`src/pofc_pkg.sv`:
```
package pofc_pkg;
  localparam logic [11:0] TRG_OFS = 12'h000;
  localparam logic [11:0] IO_OFS = 12'h004;
  localparam logic [11:0] FCL_OFS = 12'h008;
  localparam logic [11:0] ST_OFS = 12'h00C;
  localparam logic [15:0] TRG_RST = 16'h0000;
  localparam logic [15:0] IO_RST = 16'h0000;
  localparam logic [15:0] FCL_RST = 16'h0000;
  localparam logic [15:0] TRG_WMASK = 16'hF0BF;
  localparam logic [15:0] FCL_WMASK = 16'hFFFF;
  localparam int TRG_DTM_BIT = 7;
  localparam int IO_PEN_H = 15;
  localparam int IO_PEN_L = 14;
  localparam int IO_POL_H = 13;
  localparam int IO_POL_L = 12;
  localparam int IO_OVR_H = 9;
  localparam int IO_OVR_L = 8;
  localparam int IO_SWAP = 1;
  localparam int IO_OVERRIDE_SYNC = 0;
  localparam int FCL_IND = 15;
  localparam int FCL_LIMIT_SOURCE_POLARITY = 9;
  localparam int FCL_CLEN = 8;
  localparam int FCL_FPOL = 2;
  localparam logic [4:0] SRC_LAST = 5'h07;
  localparam logic [1:0] FM_LATCH = 2'h0;
  localparam logic [1:0] FM_CYCLE = 2'h1;
  localparam logic [1:0] FM_OFF = 2'h3;
  typedef enum logic [1:0]
  {
    PM_COMP = 2'b00,
    PM_REDUN = 2'b01,
    PM_PUSH = 2'b10,
    PM_INDEP = 2'b11
  } pofc_pmode_t;
  typedef struct packed
  {
    logic high;
    logic low;
  } pofc_pair_t;
endpackage : pofc_pkg

```
`src/pofc_src_sel.sv`:
```
`timescale 1ns/10ps
module pofc_src_sel
(
  input wire logic [7:0] fault_in,
  input wire logic [4:0] sel,
  input wire logic active_low,
  input wire logic enable,
  output logic active
);
  logic raw;
  always_comb
  begin
    raw = 1'b0;
    if (sel <= pofc_pkg::SRC_LAST)
    begin
      raw = fault_in[sel[2:0]];
    end
    active = enable & (raw ^ active_low);
  end
endmodule : pofc_src_sel

```
`src/pofc_trig.sv`:
```
`timescale 1ns/10ps
module pofc_trig
(
  input wire logic mclk,
  input wire logic resetn,
  input wire logic enable,
  input wire logic cycle_start,
  input wire logic pri_event,
  input wire logic sec_event,
  input wire logic merge,
  input wire logic [5:0] start_delay,
  output logic trig_q,
  output logic sec_trig_q,
  output logic trig_irq_q
);
  logic [5:0] wait_q;
  logic armed_q;
  logic en_q;
  always_ff @(posedge mclk or negedge resetn)
  begin
    if (!resetn)
    begin
      wait_q <= 6'h00;
      armed_q <= 1'b0;
      en_q <= 1'b0;
    end
    else
    begin
      en_q <= enable;
      if (!enable)
      begin
        armed_q <= 1'b0;
      end
      else if (!en_q)
      begin
        wait_q <= start_delay;
        armed_q <= (start_delay == 6'h00);
      end
      else if (!armed_q && cycle_start)
      begin
        if (wait_q <= 6'h01)
        begin
          armed_q <= 1'b1;
        end
        wait_q <= wait_q - 6'h01;
      end
    end
  end
  always_ff @(posedge mclk or negedge resetn)
  begin
    if (!resetn)
    begin
      trig_q <= 1'b0;
      sec_trig_q <= 1'b0;
      trig_irq_q <= 1'b0;
    end
    else
    begin
      trig_q <= armed_q & (pri_event | (merge & sec_event));
      sec_trig_q <= armed_q & ~merge & sec_event;
      trig_irq_q <= armed_q & pri_event;
    end
  end
endmodule : pofc_trig

```
`src/pofc_top.sv`:
```
`timescale 1ns/10ps
// Notes on behaviour
// - dual trigger merge folds secondary event into the one primary trigger
// - first trigger waits start_delay PWM cycles, 0 to 63, after enable
// - secondary trigger never raises the trigger interrupt
// - ownership bit 1 gives pin to PWM, 0 to general I/O
// - polarity bit 1 makes pin active-low, 0 active-high
// - pair mode 00 complementary, 01 redundant, 10 push-pull, 11 independent
// - override enable replaces generator with override_value bit per pin
// - normal mode fault forces high and low to fault_state_value bits
// - independent mode: limit forces high, fault forces low, limit states unused
// - normal mode current-limit forces pins to limit_state_value bits
// - swap bit exchanges high and low generator signals between pins
// - override_sync 1 aligns override value change to PWM time base, else next clock; the override enables act directly
// - limit source codes 0..7 pick fault input 1..8, higher reserved
// - limit polarity 1 treats source as active-low
// - current-limit acts only while its enable bit is 1
// - fault mode 00 latched, 01 per cycle, 10 reserved, 11 disabled
// - fault source codes 0..7 pick input 1..8, polarity 1 active-low
module pofc_top
(
  input wire logic mclk,
  input wire logic resetn,
  input wire logic psel,
  input wire logic penable,
  input wire logic pwrite,
  input wire logic [11:0] paddr,
  input wire logic [31:0] pwdata,
  output logic [31:0] prdata,
  output logic pready,
  output logic pslverr,
  input wire logic time_base_enable,
  input wire logic cycle_start,
  input wire logic gen_high,
  input wire logic gen_low,
  input wire logic pri_event,
  input wire logic sec_event,
  input wire logic [7:0] fault_pins,
  output logic high_output_pin,
  output logic low_output_pin,
  output logic high_pin_own,
  output logic low_pin_own,
  output logic trig_q,
  output logic sec_trig_q,
  output logic trig_irq_q
);
  logic [15:0] trg_q;
  logic [15:0] io_q;
  logic [15:0] fcl_q;
  logic [7:0] fsync1_q;
  logic [7:0] fsync2_q;
  logic [1:0] ovr_live_q;
  logic fault_latch_q;
  logic fault_act;
  logic limit_act;
  logic fault_hit;
  logic fault_eff;
  logic wr_en;
  logic rd_hit;
  logic [15:0] rd_val;
  pofc_pkg::pofc_pair_t gen;
  pofc_pkg::pofc_pair_t active_lvl;
  pofc_pkg::pofc_pair_t pins_d;
  pofc_pkg::pofc_pmode_t pmode;

  function automatic logic addr_known(input logic [11:0] a);
    addr_known = (a == pofc_pkg::TRG_OFS) || (a == pofc_pkg::IO_OFS) ||
      (a == pofc_pkg::FCL_OFS) || (a == pofc_pkg::ST_OFS);
  endfunction : addr_known

  // fault mode decode shared by the enable, the latch and the forcing logic
  function automatic logic fault_mode_is(input logic [15:0] r, input logic [1:0] m);
    fault_mode_is = (r[1:0] == m);
  endfunction : fault_mode_is

  // zero-wait slave: answer in the access phase itself
  assign wr_en = psel & penable & pwrite & addr_known(paddr);
  assign rd_hit = addr_known(paddr);

  // one process per register keeps each write decode on its own
  always_ff @(posedge mclk or negedge resetn)
  begin
    if (!resetn)
    begin
      trg_q <= pofc_pkg::TRG_RST;
    end
    else if (wr_en && paddr == pofc_pkg::TRG_OFS)
    begin
      trg_q <= pwdata[15:0] & pofc_pkg::TRG_WMASK;
    end
  end

  always_ff @(posedge mclk or negedge resetn)
  begin
    if (!resetn)
    begin
      io_q <= pofc_pkg::IO_RST;
    end
    else if (wr_en && paddr == pofc_pkg::IO_OFS)
    begin
      io_q <= pwdata[15:0];
    end
  end

  always_ff @(posedge mclk or negedge resetn)
  begin
    if (!resetn)
    begin
      fcl_q <= pofc_pkg::FCL_RST;
    end
    else if (wr_en && paddr == pofc_pkg::FCL_OFS)
    begin
      fcl_q <= pwdata[15:0] & pofc_pkg::FCL_WMASK;
    end
  end

  always_comb
  begin
    rd_val = 16'h0000;
    case (paddr)
      pofc_pkg::TRG_OFS: rd_val = trg_q;
      pofc_pkg::IO_OFS: rd_val = io_q;
      pofc_pkg::FCL_OFS: rd_val = fcl_q;
      pofc_pkg::ST_OFS: rd_val = {11'h000, fault_latch_q, fault_act, limit_act,
        high_output_pin, low_output_pin};
      default: rd_val = 16'h0000;
    endcase
  end

  // answer comes in the first access cycle, never later
  always_ff @(posedge mclk or negedge resetn)
  begin
    if (!resetn)
    begin
      pready <= 1'b0;
      pslverr <= 1'b0;
    end
    else
    begin
      pready <= psel & ~penable;
      pslverr <= psel & ~penable & ~rd_hit;
    end
  end

  // read data captured in setup so it stands through the access cycle
  always_ff @(posedge mclk or negedge resetn)
  begin
    if (!resetn)
    begin
      prdata <= 32'h0000_0000;
    end
    else if (psel & ~penable & ~pwrite)
    begin
      prdata <= {16'h0000, rd_val};
    end
  end

  // fault pins are asynchronous to mclk
  always_ff @(posedge mclk or negedge resetn)
  begin
    if (!resetn)
    begin
      fsync1_q <= 8'h00;
      fsync2_q <= 8'h00;
    end
    else
    begin
      fsync1_q <= fault_pins;
      fsync2_q <= fsync1_q;
    end
  end

  pofc_src_sel u_fault_sel
  (
    .fault_in(fsync2_q),
    .sel(fcl_q[7:3]),
    .active_low(fcl_q[pofc_pkg::FCL_FPOL]),
    .enable(!fault_mode_is(fcl_q, pofc_pkg::FM_OFF)),
    .active(fault_hit)
  );

  pofc_src_sel u_limit_sel
  (
    .fault_in(fsync2_q),
    .sel(fcl_q[14:10]),
    .active_low(fcl_q[pofc_pkg::FCL_LIMIT_SOURCE_POLARITY]),
    .enable(fcl_q[pofc_pkg::FCL_CLEN]),
    .active(limit_act)
  );

  // latched mode holds until a cycle start sees the source gone
  // set beats clear so a fault seen at a cycle start stays latched
  always_ff @(posedge mclk or negedge resetn)
  begin
    if (!resetn)
    begin
      fault_latch_q <= 1'b0;
    end
    else if (fault_hit && fault_mode_is(fcl_q, pofc_pkg::FM_LATCH))
    begin
      fault_latch_q <= 1'b1;
    end
    else if (fault_mode_is(fcl_q, pofc_pkg::FM_OFF) || cycle_start)
    begin
      fault_latch_q <= 1'b0;
    end
  end

  // reserved mode 10 acts like per-cycle
  assign fault_act = fault_mode_is(fcl_q, pofc_pkg::FM_LATCH) ? (fault_hit | fault_latch_q)
    : fault_hit;

  // override values take effect here, synced to time base if asked; the enables act directly
  always_ff @(posedge mclk or negedge resetn)
  begin
    if (!resetn)
    begin
      ovr_live_q <= 2'b00;
    end
    else if (!io_q[pofc_pkg::IO_OVERRIDE_SYNC] || cycle_start)
    begin
      ovr_live_q <= io_q[7:6];
    end
  end

  assign pmode = pofc_pkg::pofc_pmode_t'(io_q[11:10]);
  assign fault_eff = fault_act;

  always_comb
  begin
    // shape generator pair by mode
    case (pmode)
      pofc_pkg::PM_COMP:
      begin
        gen.high = gen_high;
        gen.low = ~gen_high;
      end
      pofc_pkg::PM_REDUN:
      begin
        gen.high = gen_high;
        gen.low = gen_high;
      end
      pofc_pkg::PM_PUSH:
      begin
        gen.high = gen_high;
        gen.low = gen_low;
      end
      pofc_pkg::PM_INDEP:
      begin
        gen.high = gen_high;
        gen.low = gen_low;
      end
      default:
      begin
        gen.high = gen_high;
        gen.low = ~gen_high;
      end
    endcase
    active_lvl.high = io_q[pofc_pkg::IO_SWAP] ? gen.low : gen.high;
    active_lvl.low = io_q[pofc_pkg::IO_SWAP] ? gen.high : gen.low;
    if (io_q[pofc_pkg::IO_OVR_H])
    begin
      active_lvl.high = ovr_live_q[1];
    end
    if (io_q[pofc_pkg::IO_OVR_L])
    begin
      active_lvl.low = ovr_live_q[0];
    end
    if (fcl_q[pofc_pkg::FCL_IND])
    begin
      if (limit_act)
      begin
        active_lvl.high = io_q[5];
      end
      if (fault_eff)
      begin
        active_lvl.low = io_q[4];
      end
    end
    else
    begin
      if (limit_act)
      begin
        active_lvl.high = io_q[3];
        active_lvl.low = io_q[2];
      end
      if (fault_eff)
      begin
        active_lvl.high = io_q[5];
        active_lvl.low = io_q[4];
      end
    end
    pins_d.high = active_lvl.high ^ io_q[pofc_pkg::IO_POL_H];
    pins_d.low = active_lvl.low ^ io_q[pofc_pkg::IO_POL_L];
  end

  // pins follow the datapath one clock later, so no glitch reaches the stage
  always_ff @(posedge mclk or negedge resetn)
  begin
    if (!resetn)
    begin
      high_output_pin <= 1'b0;
      low_output_pin <= 1'b0;
    end
    else
    begin
      high_output_pin <= pins_d.high;
      low_output_pin <= pins_d.low;
    end
  end

  always_ff @(posedge mclk or negedge resetn)
  begin
    if (!resetn)
    begin
      high_pin_own <= 1'b0;
      low_pin_own <= 1'b0;
    end
    else
    begin
      high_pin_own <= io_q[pofc_pkg::IO_PEN_H];
      low_pin_own <= io_q[pofc_pkg::IO_PEN_L];
    end
  end

  pofc_trig u_trig
  (
    .mclk(mclk),
    .resetn(resetn),
    .enable(time_base_enable),
    .cycle_start(cycle_start),
    .pri_event(pri_event),
    .sec_event(sec_event),
    .merge(trg_q[pofc_pkg::TRG_DTM_BIT]),
    .start_delay(trg_q[5:0]),
    .trig_q(trig_q),
    .sec_trig_q(sec_trig_q),
    .trig_irq_q(trig_irq_q)
  );
endmodule : pofc_top

```
`config.mk`:
```
export PLATFORM = sky130hd
export DESIGN_NAME = pofc_top
export DESIGN_NICKNAME = d
export VERILOG_FILES = /design/src/pofc_pkg.sv /design/src/pofc_src_sel.sv /design/src/pofc_trig.sv /design/src/pofc_top.sv
export SDC_FILE = /design/constraint.sdc
export NUM_CORES = 1
export LEC_CHECK = 0
export BUFFER_PORTS_ARGS = -buffer_cell sky130_fd_sc_hd__buf_2
export CORE_MARGIN = 4
export CORE_UTILIZATION = 35
export DETAILED_ROUTE_END_ITERATION = 12
export SYNTH_ARGS = -nofsm -noshare
export SYNTH_HDL_FRONTEND = slang
export SYNTH_HIERARCHICAL = 1
export SYNTH_SLANG_ARGS = --single-unit
export TNS_END_PERCENT = 1
```
`constraint.sdc`:
```
create_clock -name mclk -period 3.17 [get_ports mclk]
set_clock_uncertainty 0.05 [all_clocks]
set_input_delay 0.4755 -clock mclk [delete_from_list [all_inputs] [get_ports mclk]]
set_output_delay 0.4755 -clock mclk [all_outputs]
set_load 0.03 [all_outputs]
```
==> out/qor.yml <==
status:
  status: "finished, final reports clean"
worst_setup_path:
  r2r-end: "prdata[3]"
  crit_path_start_kind: "flop"
  crit_path_max_fanout: 6
  reg2reg_from: "fcl_q[5]"
  path_delay_family: "multiplexers"
  worst_path_max_delay_cell: "mux4_2"
  worstPathCellList: "mux4_2 -> nand2b_1 -> and4_1 -> mux2i_1 -> a21oi_1 -> inv_1 -> mux4_2 -> a22o_1"
  cp_common_cell: "mux4_2"
  cp.arrival_ps: 2850
  cp-startpoint: "fcl_q[5]"
  rr_worst_depth: 8
  critPathKind: "flop to flop"
  worstPathRequired_ps: 3350
  cp-end-kind: "flop"
  reg2reg_slack_ps: 500
  slowest_delay_ps: 500
  crit_buf_inv: 1
detailed_routing:
  drt_iter0_drc: 171
  routedWlPerCell_um: 16.4
  ant_nets: 0
  num_vias: 2976
  drc_errors: 0
  via_per_inst: 4.94
  firstDrtPassIters: 4
  routed_wirelength_mm: 9.87
synth:
  syn_area_sq_um: 4450
  ys.flop_type: "dfrtp_1"
  yosysWarnings: 6
  synthArstFlopShare: 1.00
  synth-edff-count: 0
  ys_seq_area_frac: 0.535
  synth_top_cell_by_area: "dfrtp_1"
  synth_top_area_frac: 0.535
  synth_cells: 358
  synth_seq_cells: 95
  synth.area.top_cells: "dfrtp_1 (53%), mux2_2 (8.9%), mux4_2 (3.5%)"
  syn_avg_cell_area_sq_um: 12.4
  ys_types: 56
cells_and_area:
  layout_common_cells: "dfrtp_1 (95), buf_2 (70), mux2_2 (35)"
  final_common_cell: "dfrtp_1"
  diodes: 0
  postLayoutCoreUtil: 0.429
  final_area_sq_um: 5240
  drive_gt1_frac: 0.352
  layout.cells.non_filler: 603
  areaGrowthSynthToFinish_pct: 17.8
  nNetsFinal: 497
floorplan:
  die_w_um: 121
  die-area_sq_um: 14600
  num_rows: 40
  io_pins: 104
  initial_utilization: 0.364
  coreArea_sq_um: 12200
  die_h_um: 121
clocking:
  cts_inserted_buffers: 9
  clockBufferDepth: 2
  postCtsSetupRepairBufs: 0
  cts_tree: "built"
  post_cts_resized: 0
  cts.sinks: 95
  htree_levels: 3
  cts_root_buffer: "clkbuf_16"
  clk_latency_ps: 340
  cts_hold_buffers: 0
  clk_pin_slew_ps: 70
timing:
  slew_headroom: 0.417
  finalHoldViolations: 0
  finalCritPeriodShare: 0.842
  drv_slew: 0
  setup_viol: 0
  fin_tns_setup_ps: 0
  period_needed_ps: 2670
  tightest_slew_ps: 873
  rsz0062_at_grt: "false"
  fmax_mhz: 375
power:
  switchingPower_mw: 0.623
  switching_share: 0.233
  clockPowerShare: 0.425
  ir_drop_uv: 254
  intPower_mw: 2.05
  pwr-share-comb: 0.093
  report.power.total_mw: 2.67
  power.leakage_nw: 2.52
  seqPwrFrac: 0.481
  power.density_nw_per_um2: 510
place:
  place_inst: 589
  dp_hpwl_mm: 7.08
  place_area_sq_um: 4930
  io_buffers: 71
  gp_congestion: 0.808
grt:
  grt_pass1_wl_mm: 15.9
  grt_max_degree: 51
  antenna_found_initial: 1
  first_global_vias: 2993
  grt.overflow.total: 0
  track_usage: 0.142
flow_run:
  drv_cap: 0
min_path:
  min_path_type: "primary input to async pin"
power by group through the flow:
stage | Clock (mW) | Sequential (mW) | Combinational (mW)
2_1_floorplan | 0 | 1.31 | 0.160
3_3_place_gp | 0 | 1.31 | 0.244
3_5_place_dp | 0 | 1.31 | 0.252
4_1_cts | 1.16 | 1.29 | 0.253
5_1_grt | 1.22 | 1.29 | 0.278
6_report | 1.14 | 1.29 | 0.249
layout make-up:
type | instances | area (sq um)
timing repair buffer | 75 | 400
clock buffer | 11 | 243
tap | 168 | 210
fill | 1149 | 6970
multi-input combinational | 239 | 1890
sequential | 95 | 2380
clock inverter | 3 | 68.8
inverter | 12 | 45.0
worst max-delay path by stage:
stage	to	slack (ps)	cells after the start
2_1_floorplan	prdata[3]	700	8
3_3_place_gp	prdata[3]	500	8
3_5_place_dp	prdata[3]	510	8
4_1_cts	prdata[3]	500	8
5_1_grt	high_output_pin	280	8
6_report	prdata[3]	500	8
synth_stat cells, drive strengths merged, types with 2 or more instances:
cell type,instances
ha,2
nor2,19
and2,3
dfrtp,95
or3,2
buf,21
mux2,45
inv,12
nand2b,10
nand3b,4
nor4,3
mux4,7
nor3b,3
o21ai,19
and4,3
nor2b,8
a21oi,12
a22oi,6
or2,2
clkbuf,6
mux2i,15
nand2,31
xor2,2
nand4,4
nand3,2
sequential cells by signal, indices dropped and copies added, names as in the netlist, 2 cells and up:
| name | cells |
|---|---|
| fcl_q | 16 |
| fsync1_q | 8 |
| fsync2_q | 8 |
| io_q | 16 |
| ovr_live_q | 2 |
| prdata | 16 |
| trg_q | 11 |
| u_trig/wait_q | 6 |
routing by layer:
metal,global-route usage,routed length (um),up-vias
met1,0.189,4570,1475
li1,-,-,1391
met2,0.217,4450,88
met5,0,13,-
met3,0.0388,587,20
met4,0.0595,248,2
logic make-up after synthesis:
kind of cell,count (synthesis),share of synthesized area
other cells,1,0.000843
xor+xnor,2,0.00394
compound gates,55,0.0853
flops,95,0.535
simple gates,97,0.126
fa+ha+maj,2,0.00563
buf+inv,39,0.0521
mux,67,0.192
worst register-to-register path, cell delays in order (launching register included):
cell	delay (ps)
dfrtp_1	420
mux4_2	500
nand2b_1	140
and4_1	200
mux2i_1	130
a21oi_1	340
inv_1	70
mux4_2	490
a22o_1	210
through the flow:
stage | setup WS [ps] | hold slack [ps]
after CTS | 500 | 139
after global placement | 499 | 285
after detailed placement | 506 | 285
after global routing | 284 | 173
final | 500 | 116
after floorplan | 704 | 130
(Power assumes the default switching activity.)
